==> src/pkg/bbmc_consts.svh <==
// Purpose: Offsets, field positions, reset values and timing counts
// Assumes: 200 MHz system clock, 8-bit register port
// Notes: Definitions only
`ifndef BBMC_CONSTS_SVH
`define BBMC_CONSTS_SVH
`define BBMC_ADDR_TARGET_LOW 8'h04
`define BBMC_ADDR_TARGET_HIGH 8'h05
`define BBMC_ADDR_CONTROL 8'h01
`define BBMC_ADDR_STATUS 8'h02
`define BBMC_RST_TARGET_LOW 8'h3C
`define BBMC_RST_TARGET_HIGH 8'h3C
`define BBMC_RST_CONTROL 8'h00
`define BBMC_CTL_SLEW_LO 0
`define BBMC_CTL_RAMP 2
`define BBMC_CTL_FORCED_PWM_BIT 3
`define BBMC_CTL_USONIC 4
`define BBMC_CODE_MSB 6
`define BBMC_CLK_MHZ 200
`define BBMC_ACCESS_DELAY_US 100
`define BBMC_ACCESS_DELAY_CYC (`BBMC_ACCESS_DELAY_US * `BBMC_CLK_MHZ)
`define BBMC_USONIC_KHZ 30
`define BBMC_USONIC_CYC ((`BBMC_CLK_MHZ * 1000) / `BBMC_USONIC_KHZ)
`define BBMC_BASE_MV 1800
`define BBMC_STEP_MV 25
`define BBMC_MAX_ON_CYC 16'd91
`endif

==> src/pkg/bbmc_pkg.sv <==
// Purpose: Types for the buck-boost mode control block
// Assumes: Constants come from bbmc_consts.svh
// Notes: Types only
package bbmc_pkg;
	typedef enum logic [1:0] {BBMC_BUCK, BBMC_BOOST, BBMC_BUCKBOOST} bbmc_phase_e;
	typedef enum logic [2:0] {BBMC_OFF, BBMC_IDLE, BBMC_ON, BBMC_FREE,
		BBMC_OFFT, BBMC_SLEEP} bbmc_state_e;
	// Four power switches: input high/low, output low/high
	typedef struct packed {
		logic input_high_switch;
		logic input_low_switch;
		logic output_low_switch;
		logic output_high_switch;
	} bbmc_switch_s;
	// Analog comparator results
	typedef struct packed {
		logic output_below_ref;
		logic peak_current;
		logic zero_current;
		logic vout_in_range;
		logic continuous;
		logic no_load;
	} bbmc_sense_s;
endpackage

==> src/logic/bbmc_core.sv <==
// Purpose: Switch sequencing, enable, targets and scaling for buck-boost
// Assumes: Comparator and pin inputs are asynchronous; simple register port
// Notes: Analog phase selection arrives as inputs from comparators
`timescale 1ns/1ps
`include "bbmc_consts.svh"
`default_nettype none
module bbmc_core (
	// Clock and reset
	input wire logic clk_sys_i,
	input wire logic nrst_i,
	// Pins
	input wire logic enable_pin_i,
	input wire logic shutdown_pin_i,
	input wire logic uvlo_ok_i,
	input wire logic target_select_pin_i,
	// Analog sense
	input wire bbmc_pkg::bbmc_sense_s sense_i,
	input wire bbmc_pkg::bbmc_phase_e phase_i,
	input wire logic [15:0] on_time_cyc_i,
	input wire logic [15:0] off_time_cyc_i,
	// Register port
	input wire logic reg_wr_i,
	input wire logic reg_rd_i,
	input wire logic [7:0] reg_addr_i,
	input wire logic [7:0] reg_wdata_i,
	output logic [7:0] reg_rdata_o,
	output logic reg_ack_o,
	// Converter outputs
	output bbmc_pkg::bbmc_switch_s switch_o,
	output logic power_not_good_flag_o,
	output logic [15:0] target_mv_o,
	output logic [15:0] reference_mv_o,
	output logic deep_sleep_state_o,
	output logic pwm_mode_o
);
	localparam int ACC_CYC = `BBMC_ACCESS_DELAY_CYC;
	localparam int US_CYC = `BBMC_USONIC_CYC;

	// Two-flop synchronisers for pins and comparators
	// Phase and one-shot lengths are levels from the analog side, not synced
	logic [9:0] sync1, sync2;
	always_ff @(posedge clk_sys_i) begin
		sync1 <= {enable_pin_i, shutdown_pin_i, uvlo_ok_i, target_select_pin_i, sense_i};
		sync2 <= sync1;
	end
	logic en_s, shdn_s, uvlo_s, sel_s;
	bbmc_pkg::bbmc_sense_s sn;
	assign {en_s, shdn_s, uvlo_s, sel_s} = sync2[9:6];
	assign sn = sync2[5:0];

	// Shutdown acts as a register reset too
	logic rst_all;
	assign rst_all = !nrst_i || shdn_s;
	logic run;
	assign run = en_s && uvlo_s && !shdn_s;

	// Access delay counter after enable rises
	logic en_d;
	logic [15:0] acc_cnt;
	logic acc_ok;
	always_ff @(posedge clk_sys_i) begin
		if (rst_all) begin
			en_d <= 1'b0;
			acc_cnt <= 16'h0000;
		end else begin
			en_d <= en_s;
			if (en_s && !en_d)
				acc_cnt <= ACC_CYC[15:0];
			else if (acc_cnt != 16'h0000)
				acc_cnt <= acc_cnt - 16'h0001;
		end
	end
	// The edge cycle itself must stay closed, hence en_d as well
	assign acc_ok = en_s && en_d && (acc_cnt == 16'h0000);

	// Registers
	// Writes during the access delay are dropped, not queued
	logic [7:0] tgt_lo, tgt_hi, ctrl;
	logic pg_bad;
	always_ff @(posedge clk_sys_i) begin
		if (rst_all) begin
			tgt_lo <= `BBMC_RST_TARGET_LOW;
			tgt_hi <= `BBMC_RST_TARGET_HIGH;
			ctrl <= `BBMC_RST_CONTROL;
		end else if (reg_wr_i && acc_ok) begin
			case (reg_addr_i)
				`BBMC_ADDR_TARGET_LOW: tgt_lo <= reg_wdata_i;
				`BBMC_ADDR_TARGET_HIGH: tgt_hi <= reg_wdata_i;
				`BBMC_ADDR_CONTROL: ctrl <= reg_wdata_i;
				default: ;
			endcase
		end
	end

	// Read port; refused accesses get no ack
	always_ff @(posedge clk_sys_i) begin
		if (rst_all) begin
			reg_rdata_o <= 8'h00;
			reg_ack_o <= 1'b0;
		end else begin
			reg_ack_o <= (reg_wr_i || reg_rd_i) && acc_ok;
			if (reg_rd_i && acc_ok) begin
				case (reg_addr_i)
					`BBMC_ADDR_TARGET_LOW: reg_rdata_o <= tgt_lo;
					`BBMC_ADDR_TARGET_HIGH: reg_rdata_o <= tgt_hi;
					`BBMC_ADDR_CONTROL: reg_rdata_o <= ctrl;
					`BBMC_ADDR_STATUS: reg_rdata_o <= {7'h00, pg_bad};
					default: reg_rdata_o <= 8'h00;
				endcase
			end
		end
	end

	// Target code and voltage
	logic [6:0] code;
	assign code = sel_s ? tgt_hi[`BBMC_CODE_MSB:0]
		: tgt_lo[`BBMC_CODE_MSB:0];
	logic [15:0] next_target;
	assign next_target = 16'(`BBMC_BASE_MV) + 16'(code) * 16'(`BBMC_STEP_MV);

	// Slew: rate in mV per microsecond, expressed as cycles per 1 mV step
	// Step 1 mV every N cycles: 1V/ms=200, 2.5=80, 5=40, 10=20
	function automatic logic [7:0] slew_cyc(input logic [1:0] f);
		case (f)
			2'd0: slew_cyc = 8'd200;
			2'd1: slew_cyc = 8'd80;
			2'd2: slew_cyc = 8'd40;
			default: slew_cyc = 8'd20;
		endcase
	endfunction
	logic [7:0] slew_cnt;
	logic ramping;
	logic downhill_free;
	// Auto mode without ramp-PWM cannot sink: downward ramp just tracks
	assign downhill_free = !ctrl[`BBMC_CTL_RAMP] && !ctrl[`BBMC_CTL_FORCED_PWM_BIT];
	always_ff @(posedge clk_sys_i) begin
		if (rst_all || !run) begin
			reference_mv_o <= 16'h0000;
			target_mv_o <= 16'h0000;
			slew_cnt <= 8'h00;
		end else begin
			target_mv_o <= next_target;
			if (reference_mv_o == 16'h0000)
				reference_mv_o <= next_target;
			else if (reference_mv_o > next_target && downhill_free)
				reference_mv_o <= next_target;
			else if (reference_mv_o != next_target) begin
				if (slew_cnt >= slew_cyc(ctrl[`BBMC_CTL_SLEW_LO +: 2]) - 8'd1) begin
					slew_cnt <= 8'h00;
					reference_mv_o <= (reference_mv_o < next_target) ?
						reference_mv_o + 16'h0001 : reference_mv_o - 16'h0001;
				end else
					slew_cnt <= slew_cnt + 8'h01;
			end
		end
	end
	assign ramping = reference_mv_o != target_mv_o;

	// Power-not-good flag: set while out of range, cleared by status read
	// Set wins when an out-of-range sample meets a status read
	always_ff @(posedge clk_sys_i) begin
		if (rst_all || !run)
			pg_bad <= 1'b1;
		else if (!sn.vout_in_range)
			pg_bad <= 1'b1;
		else if (reg_rd_i && acc_ok && reg_addr_i == `BBMC_ADDR_STATUS)
			pg_bad <= 1'b0;
	end
	always_ff @(posedge clk_sys_i) begin
		power_not_good_flag_o <= rst_all ? 1'b1 : pg_bad;
	end

	// Mode select
	// Forced PWM wins over every light-load option
	logic pwm;
	assign pwm = ctrl[`BBMC_CTL_FORCED_PWM_BIT]
		|| (ctrl[`BBMC_CTL_RAMP] && ramping)
		|| sn.continuous;
	always_ff @(posedge clk_sys_i) begin
		pwm_mode_o <= rst_all ? 1'b0 : pwm;
	end

	// Switching sequencer
	// Ultrasonic forces a pulse once the idle count passes the 30 kHz period
	bbmc_pkg::bbmc_state_e st;
	logic [15:0] tcnt;
	logic [15:0] idle_cnt;
	logic half;
	bbmc_pkg::bbmc_switch_s next_sw;
	logic fire;
	assign fire = sn.output_below_ref
		|| (ctrl[`BBMC_CTL_USONIC] && idle_cnt >= 16'(US_CYC));
	always_ff @(posedge clk_sys_i) begin
		if (rst_all || !run) begin
			st <= bbmc_pkg::BBMC_OFF;
			tcnt <= 16'h0000;
			idle_cnt <= 16'h0000;
			half <= 1'b0;
		end else begin
			idle_cnt <= (st == bbmc_pkg::BBMC_ON) ? 16'h0000 : idle_cnt + 16'h0001;
			case (st)
				bbmc_pkg::BBMC_OFF: st <= bbmc_pkg::BBMC_IDLE;
				bbmc_pkg::BBMC_IDLE, bbmc_pkg::BBMC_SLEEP: begin
					if (!pwm && sn.no_load && !fire)
						st <= bbmc_pkg::BBMC_SLEEP;
					else if (fire || pwm) begin
						// Close input/output in PWM: every other start attempt held off, so the pulse starts one edge later
						half <= ~half;
						if (!(phase_i == bbmc_pkg::BBMC_BUCKBOOST && pwm && half)) begin
							st <= bbmc_pkg::BBMC_ON;
							tcnt <= on_time_cyc_i;
						end
					end else
						st <= bbmc_pkg::BBMC_IDLE;
				end
				bbmc_pkg::BBMC_ON: begin
					tcnt <= tcnt - 16'h0001;
					if ((phase_i == bbmc_pkg::BBMC_BUCKBOOST && !pwm)
							? sn.peak_current || tcnt == 16'h0000
							: tcnt == 16'h0000) begin
						st <= bbmc_pkg::BBMC_FREE;
						tcnt <= off_time_cyc_i;
					end
				end
				bbmc_pkg::BBMC_FREE: begin
					tcnt <= tcnt - 16'h0001;
					if (!pwm && sn.zero_current)
						st <= bbmc_pkg::BBMC_IDLE;
					else if (tcnt == 16'h0000)
						st <= (phase_i == bbmc_pkg::BBMC_BUCKBOOST) ?
							bbmc_pkg::BBMC_OFFT : bbmc_pkg::BBMC_IDLE;
				end
				bbmc_pkg::BBMC_OFFT: begin
					if (sn.zero_current || pwm)
						st <= bbmc_pkg::BBMC_IDLE;
				end
				default: st <= bbmc_pkg::BBMC_OFF;
			endcase
		end
	end

	// Switch pattern per phase and state; legs never shoot through
	always_comb begin
		next_sw = '0;
		case (st)
			bbmc_pkg::BBMC_ON: begin
				case (phase_i)
					bbmc_pkg::BBMC_BUCK: next_sw = 4'b1001;
					bbmc_pkg::BBMC_BOOST: next_sw = 4'b1010;
					default: next_sw = 4'b1010;
				endcase
			end
			bbmc_pkg::BBMC_FREE: begin
				case (phase_i)
					bbmc_pkg::BBMC_BUCK: next_sw = 4'b0101;
					default: next_sw = 4'b1001;
				endcase
			end
			bbmc_pkg::BBMC_OFFT: next_sw = 4'b0101;
			default: next_sw = 4'b0000;
		endcase
	end
	always_ff @(posedge clk_sys_i) begin
		if (rst_all || !run)
			switch_o <= '0;
		else
			switch_o <= next_sw;
	end
	// Sleep is dropped as soon as PWM is asked for, so the two never overlap
	// even while the sequencer still sits in the sleep state for one edge
	always_ff @(posedge clk_sys_i) begin
		deep_sleep_state_o <= !rst_all && run && !pwm
			&& st == bbmc_pkg::BBMC_SLEEP;
	end
endmodule
`default_nettype wire

==> config.mk <==
export PLATFORM = sky130hd
export DESIGN_NAME = bbmc_core
export DESIGN_NICKNAME = d
export VERILOG_FILES = /design/src/pkg/bbmc_pkg.sv /design/src/logic/bbmc_core.sv
export VERILOG_INCLUDE_DIRS = /design/src /design/src/pkg
export SDC_FILE = /design/constraint.sdc
export NUM_CORES = 1
export LEC_CHECK = 0
export BUFFER_PORTS_ARGS = -buffer_cell sky130_fd_sc_hd__buf_2
export CAP_MARGIN = 10
export CORE_ASPECT_RATIO = 1.1
export CORE_MARGIN = 3
export CORE_UTILIZATION = 60
export CTS_BUF_LIST = sky130_fd_sc_hd__clkbuf_4
export DETAILED_ROUTE_END_ITERATION = 7
export PLACE_DENSITY = 0.82
export SKIP_LAST_GASP = 1
export SLEW_MARGIN = 20
export SYNTH_ARGS = -nofsm -noshare
export SYNTH_HDL_FRONTEND = slang
export SYNTH_SLANG_ARGS = --single-unit
==> constraint.sdc <==
create_clock -name clk_sys_i -period 21.8 [get_ports clk_sys_i]
set_clock_uncertainty 0.2 [all_clocks]
set_input_delay 2.18 -clock clk_sys_i [delete_from_list [all_inputs] [get_ports clk_sys_i]]
set_output_delay 2.18 -clock clk_sys_i [all_outputs]
set_load 0.005 [all_outputs]
==> results of run 1 <==
==> through the flow <==
step	power, uW	area [sq um]
2_1_floorplan	350	8580
3_3_place_gp	370	9210
3_5_place_dp	372	9210
4_1_cts	562	9530
5_1_grt	585	9530
6_report	561	9530
==> kinds of logic after synthesis <==
logic type / after synthesis / share of synthesized area (%)
compound gates: 231 / 17.6
xor+xnor: 59 / 6.03
fa+ha+maj: 68 / 10.4
buf+inv: 93 / 4.38
flops: 151 / 35.3
mux: 47 / 5.62
other cells: 1 / 0.0438
simple gates: 351 / 20.7
==> flip-flops by register name, summed over array words and instances (netlist names), 3 cells and up <==
name and count:
tgt_lo 8, reg_rdata_o 8, slew_cnt 8, acc_cnt 16
switch_o 4, sync1 10, tgt_hi 8, idle_cnt 16
tcnt 16, st 3, target_mv_o 13, ctrl 8
sync2 10, reference_mv_o 16
==> power by group <==
group / internal (uW) / switching [uW]
logic: 31.3 / 47.6
registers: 282 / 6.24
clock network: 93.0 / 101
==> layout make-up <==
| type | instances | area, sq um | share of cell area (%) |
|---|---|---|---|
| diodes | 1 | 2.50 | 0.0263 |
| clock buffers | 19 | 143 | 1.50 |
| inverters | 44 | 165 | 1.73 |
| clock inverters | 13 | 179 | 1.88 |
| flip-flops and latches | 151 | 3020 | 31.7 |
| repair buffers | 116 | 601 | 6.30 |
| well taps | 188 | 235 | 2.47 |
| multi-input cells | 759 | 5180 | 54.4 |
==> layout by cell type, fill, tap and decap left out, types with 19 or more instances in the layout <==
cell type / count
a21oi_1: 69
inv_1: 44
nor3_1: 40
buf_2: 108
xnor2_1: 28
nand3_1: 28
nor2_1: 110
mux2i_1: 38
clkbuf_4: 19
nand2_1: 65
ha_1: 63
xor2_1: 31
a211oi_1: 22
dfxtp_1: 151
o21ai_0: 34
==> Yosys cell counts, types with 11 or more instances <==
cell      count
dfxtp_1     151
nor2_1      110
a21oi_1      69
nand2_1      65
ha_1         63
inv_1        44
nor3_1       40
mux2i_1      38
o21ai_0      35
clkbuf_1     33
xor2_1       31
nand3_1      28
xnor2_1      28
a211oi_1     22
nor4_1       15
nand2b_1     12
nand4_1      12
a21o_1       11
o22ai_1      11
o31ai_1      11
==> how the worst min path moves through the flow <==
stage	startpoint	endpoint	slack, ps	cells past startpoint
global placement	sync1[8]$_DFF_P_	sync2[8]$_DFF_P_	110	0
CTS	sync1[6]$_DFF_P_	sync2[6]$_DFF_P_	130	0
floorplan	sync1[0]$_DFF_P_	sync2[0]$_DFF_P_	110	0
finish	sync1[6]$_DFF_P_	sync2[6]$_DFF_P_	120	0
detailed placement	sync1[8]$_DFF_P_	sync2[8]$_DFF_P_	110	0
global route	sync1[6]$_DFF_P_	sync2[6]$_DFF_P_	130	0
==> worst max-delay path, delay by kind of cell, from the launching register on <==
family	cells	cell delay, ps
xor+xnor	1	200
buf+inv	6	670
simple gates	5	1380
compound gates	9	1500
flops	1	580
mux	2	460
fa+ha+maj	7	2240
==> layer usage <==
metal / global-route usage (%) / vias up / wire [microns]
met1: 35.3 / 3675 / 9480
met2: 43.7 / 251 / 10000
met3: 5.73 / 42 / 1300
li1: - / 3803 / -
met5: 0 / - / 0
met4: 8.78 / 0 / 452
==> results.ini, run 1 <==
[outcome]
status=finished clean

[cts]
postCtsSetupBuffers=0
cts_hold_buf=0
cts_buffers=17
clk_pin_slew_ps=120
cts_tree=yes
clockBufferDepth=2
cts_resized=0
clockRootBuffer=clkbuf_4
cts.sinks=151
clk-insertion-delay-late_ps=550
htree_num_levels=4

[critical_path]
r2r_cells=30
critPathKind=reg -> reg
crit_path_start=sync2[6]$_DFF_P_
start_kind=flop
critPathCapture=reference_mv_o[9]$_SDFFE_PP0P_
crit_path_max_fanout=19
arrival_ps=7590
cpPeakStageDelay_ps=630
r2r_slack_ps=14480
worstPathRequired_ps=22070
critPathCaptureType=flop
slowest_stage=or4b_2
reg2reg_from=sync2[6]$_DFF_P_
worstReg2RegEnd=reference_mv_o[9]$_SDFFE_PP0P_

[flow_run]
maxCapViolCount=0

[place]
gp_congestion=0.893
portBuffers=108
place_hpwl_microns=15500
place_ws_ps=14550
dp.cells=1258

[finish]
fillers=1186
syn_to_final_growth_pct=11.2
final_layout_size_suffix_gt1_share_pct=15.8
final_util_pct=68.5
stdcell_count=1291
nets=1221

[die]
die_w_microns=120
std_cell_rows=45
fp.coreArea_sq_um=13900
io-pin-count=112
die_h_microns=131
dieArea_sq_um=15800
start_util_pct=61.6

[sta]
finalCritPeriodShare_pct=33.6
grt_setup_unrepaired=false
maxSlewHeadroom_pct=30.0
tightestPinTransition_ps=1050
setup_viol=0
whs_ps=123
fmax_ghz=0.137
hold_viol_final=0
period_needed_ps=7320
worst_slack_ps=14480
fin_setup_tns_ps=0
finalMaxSlewViolations=0

[global_route]
grt_start_max_net_pins=42
grt_pass1_vias=7388
grt_pass1_wl_microns=34900
grt_util_all_layers_pct=26.8
antenna_found_initial=1
grt-ovfl-total=0

[logic_synthesis]
synthArstFlopShare_pct=0
syn_area_sq_um=8570
synthCells=1001
ys_types=71
synthFlopType=dfxtp_1
ys_seq_elements=151
synth_top_area_cell=dfxtp_1
synth_area_leaders=dfxtp_1 (35%), ha_1 (9.2%), nor2_1 (4.8%)
synth_edf_count=0
yosysSeqAreaShare_pct=35.3
yosysWarnings=0
synth_top_area_share_pct=35.3
postSynthAreaPerCell_sq_um=8.56

[routing]
drc_errors=0
drt_iter0_markers=537
ant_nets=0
vias_per_cell=6.02
drtPass1Iterations=6
routed_wl_microns=21200
wl_per_cell_microns=16.5
num_vias=7771

[power_and_ir_drop]
p_leak_uw=0.00437
powerDensity_nw_per_um2=58.9
peakVddDrop_mv=0.0607

[min_path]
hold_path_class=reg -> reg

No activity file was read; power rests on OpenSTA's default activity.
==> inputs of run 2 (changes only) <==
--- a/config.mk
+++ b/config.mk
@@ -6,6 +6,7 @@
 export SDC_FILE = /design/constraint.sdc
 export NUM_CORES = 1
 export LEC_CHECK = 0
+export ABC_AREA = 1
 export BUFFER_PORTS_ARGS = -buffer_cell sky130_fd_sc_hd__buf_2
 export CAP_MARGIN = 10
 export CORE_ASPECT_RATIO = 1.1
==> constraint.sdc (replaced) <==
create_clock -name clk_sys_i -period 6.9 [get_ports clk_sys_i]
set_clock_uncertainty 0.2 [all_clocks]
set_input_delay 0.69 -clock clk_sys_i [delete_from_list [all_inputs] [get_ports clk_sys_i]]
set_output_delay 0.69 -clock clk_sys_i [all_outputs]
set_load 0.005 [all_outputs]
==> run 2 against run 1 <==
Maximum frequency is 17% higher; first-iteration DRC count rose by 29%; clock power grew to 2.8 times the previous value; setup slack lost 14000 ps; global-route usage increased by 1.1 points; sequential power increased to 3.2 times the previous value; routed wire length grew 8.4%; total power rose to 3.3 times the previous value; cell area increased by 6.1%; combinational power grew to 5.1 times the previous value; synthesized area rose by 5.7%; sequential share of layout area down 1.8 points; largest cell class unchanged.
==> results.ini, run 2 <==
[power_and_ir_drop]
powerDensity_nw_per_um2=185  ; +210%
pwr-share-comb_pct=21.7  ; +7.7 points
p_leak_uw=0.00496  ; +13%
seq_power_share_pct=49.0  ; -2.4 points
p_clk_share_pct=29.4  ; -5.1 points
peakVddDrop_mv=0.128  ; +110%
fin_total_pwr_uw=1870  ; +230%
p_sw_uw=619  ; +300%
p_int_uw=1250  ; +210%
p_sw_share_pct=33.1  ; +5.5 points

[routing]
num_vias=8841  ; +14%
wl_per_cell_microns=14.1  ; -14%
drc_errors=0  ; unchanged
drtPass1Iterations=5  ; -1
ant_nets=0  ; unchanged
drt_iter0_markers=693  ; +29%
vias_per_cell=5.41  ; -10%
routed_wl_microns=23000  ; +8.4%

[logic_synthesis]
ys_types=48  ; -32%
synthFlopType=dfxtp_1
yosysWarnings=0  ; unchanged
syn_area_sq_um=9050  ; +5.7%
synthCells=1311  ; +31%
synth_top_area_share_pct=33.4  ; -1.9 points
synthArstFlopShare_pct=0  ; unchanged
ys_seq_elements=151  ; unchanged
synth_edf_count=0  ; unchanged
synth_common_cells=nand2_1 (323), inv_1 (170), dfxtp_1 (151), nor2_1 (150), a21oi_1 (100)
synth_area_leaders=dfxtp_1 (33%), nand2_1 (13%), ha_1 (8.7%)
synth_most_common_cell=nand2_1
synth_top_area_cell=dfxtp_1
yosysSeqAreaShare_pct=33.4  ; -1.9 points
postSynthAreaPerCell_sq_um=6.91  ; -19%

[sta]
maxSlewHeadroom_pct=37.1  ; +7.0 points
period_needed_ps=6260  ; -1060 ps
fmax_ghz=0.160  ; +17%
finalCritPeriodShare_pct=90.7  ; +57 points
fin_setup_tns_ps=0  ; unchanged
grt_setup_unrepaired=false
tightestPinTransition_ps=943  ; -107 ps
hold_viol_final=0  ; unchanged
setup_viol=0  ; unchanged
finalMaxSlewViolations=0  ; unchanged

[min_path]
holdPathStages=0  ; unchanged
hold_path_class=reg -> reg
worstHoldStart=sync1[9]$_DFF_P_
worstHoldEndpoint=sync2[9]$_DFF_P_

[finish]
nets=1562  ; +28%
mostFrequentLayoutCells=nand2_1 (323), inv_1 (169), nor2_1 (150), dfxtp_1 (150), buf_2 (108)
syn_to_final_growth_pct=11.6
fillers=1283  ; +8.2%
final_common_cell=nand2_1
finalInstanceArea_sq_um=10100  ; +6.1%
final_layout_size_suffix_gt1_share_pct=12.7  ; -3.1 points
final_util_pct=69.1  ; +0.62 points

[cts]
cts_tree=yes
htree_num_levels=4  ; unchanged
clockBufferDepth=2  ; unchanged
clockRootBuffer=clkbuf_4
cts.sinks=151  ; unchanged
cts_buffers=17  ; unchanged
clk_pin_slew_ps=130  ; about the same
clk-insertion-delay-late_ps=570  ; +20 ps

[die]
die_h_microns=135  ; +2.7%
start_util_pct=61.9  ; +0.32 points
io-pin-count=112  ; unchanged
dieArea_sq_um=16600  ; +5.4%
fp.coreArea_sq_um=14600  ; +5.1%
die_w_microns=123  ; +2.7%
std_cell_rows=46  ; +2.2%

[critical_path]
slowest_stage=fa_1
critPathKind=reg -> reg
critPathCaptureType=flop
r2r_cells=31  ; +3.3%
r2r_slack_ps=640  ; -13840 ps
start_kind=flop
cpPeakStageDelay_ps=530  ; -100 ps
cpMostUsedCell=inv_1
arrival_ps=6520  ; -1070 ps
crit_path_max_fanout=14  ; -5
worstPathRequired_ps=7160  ; -14910 ps
reg2reg_from=sync2[6]$_DFF_P_
worstReg2RegEnd=reference_mv_o[10]$_SDFFE_PP0P_

[global_route]
grt_util_all_layers_pct=27.9  ; +1.1 points
antenna_found_initial=1  ; unchanged
grt_pass1_wl_microns=37400  ; +7.3%
grt-ovfl-total=0  ; unchanged
grt_start_max_net_pins=36  ; -14%
grt_pass1_vias=7999  ; +8.3%

[place]
place_hpwl_microns=17300  ; +12%
gp_congestion=0.964  ; +7.9%
portBuffers=108  ; unchanged
placed_area_sq_um=9710  ; +5.4%

[outcome]
status=finished clean

[flow_run]
maxCapViolCount=0  ; unchanged

==> run 2: final cells by class <==
type	count	area [sq um]	area share, %
diodes	1	2.50	0.0248
clock buffers	17	128	1.26
clock inverters	13	148	1.46
inverters	175	657	6.50
multi-input cells	962	5230	51.7
flip-flops and latches	151	3020	29.9
well taps	192	240	2.38
repair buffers	123	678	6.71
==> run 2: how the worst max path moves through the flow <==
stage,start,endpoint,depth (start not counted)
final,sync2[6]$_DFF_P_,reference_mv_o[10]$_SDFFE_PP0P_,31
after global routing,sync2[6]$_DFF_P_,reference_mv_o[15]$_SDFFE_PP0P_,32
after CTS,sync2[6]$_DFF_P_,reference_mv_o[15]$_SDFFE_PP0P_,31
after detailed placement,sync2[6]$_DFF_P_,reference_mv_o[15]$_SDFFE_PP0P_,31
after global placement,sync2[6]$_DFF_P_,reference_mv_o[11]$_SDFFE_PP0P_,32
after floorplan,sync2[6]$_DFF_P_,reference_mv_o[10]$_SDFFE_PP0P_,33
==> run 2: critical path, delay by kind of cell (launching register included) <==
kind / cells / cell delay [ps]
AOI/OAI and AO/OA: 7 / 1490
xor gates and xnor gates: 2 / 290
adders and majority gates: 7 / 2210
buffers and inverters: 7 / 630
DFF: 1 / 470
and+or+nand+nor: 8 / 860
==> run 2: timing repair <==
item / 4_1_cts / 5_1_grt
resized for setup: 0 / 3
endpoints found under the hold margin: 10 / 0
buffers inserted: 0 / 3
hold buffers: 10 / 0
setup endpoints to repair: 0 / 10
==> run 2: metal layers <==
metal	routed length (microns)	share of wire, %	global-route usage [%]	vias to the layer above
li1	-	-	-	4490
met2	11100	48	47.2	268
met5	0	0	0	-
met3	1370	5.9	4.99	49
met1	9960	43	35.4	4034
met4	614	2.7	10.3	0
==> run 2: power by group through the flow <==
stage / registers, uW / clock network, uW / logic (uW)
2_1_floorplan: 927 / 0 / 289
3_3_place_gp: 934 / 0 / 386
4_1_cts: 915 / 560 / 398
3_5_place_dp: 934 / 0 / 391
6_report: 915 / 549 / 405
5_1_grt: 918 / 595 / 453
==> run 2: cells by family after synthesis <==
group	count (synthesis)	share of synthesized area, %
simple gates	640	30.9
compound gates	209	12.8
buf+inv	200	8.94
flops	151	33.4
fa+ha+maj	68	9.81
xor+xnor	42	4.06
other cells	1	0.0414
==> run 2: per-stage QoR <==
step           hold WS [ps]  setup WS [ps]  instances
2_1_floorplan           110            627       1313
3_3_place_gp            111            672       1590
3_5_place_dp            112            474       1590
4_1_cts                 142            430       1630
5_1_grt                 147           70.7       1634
6_report                143            639       1634
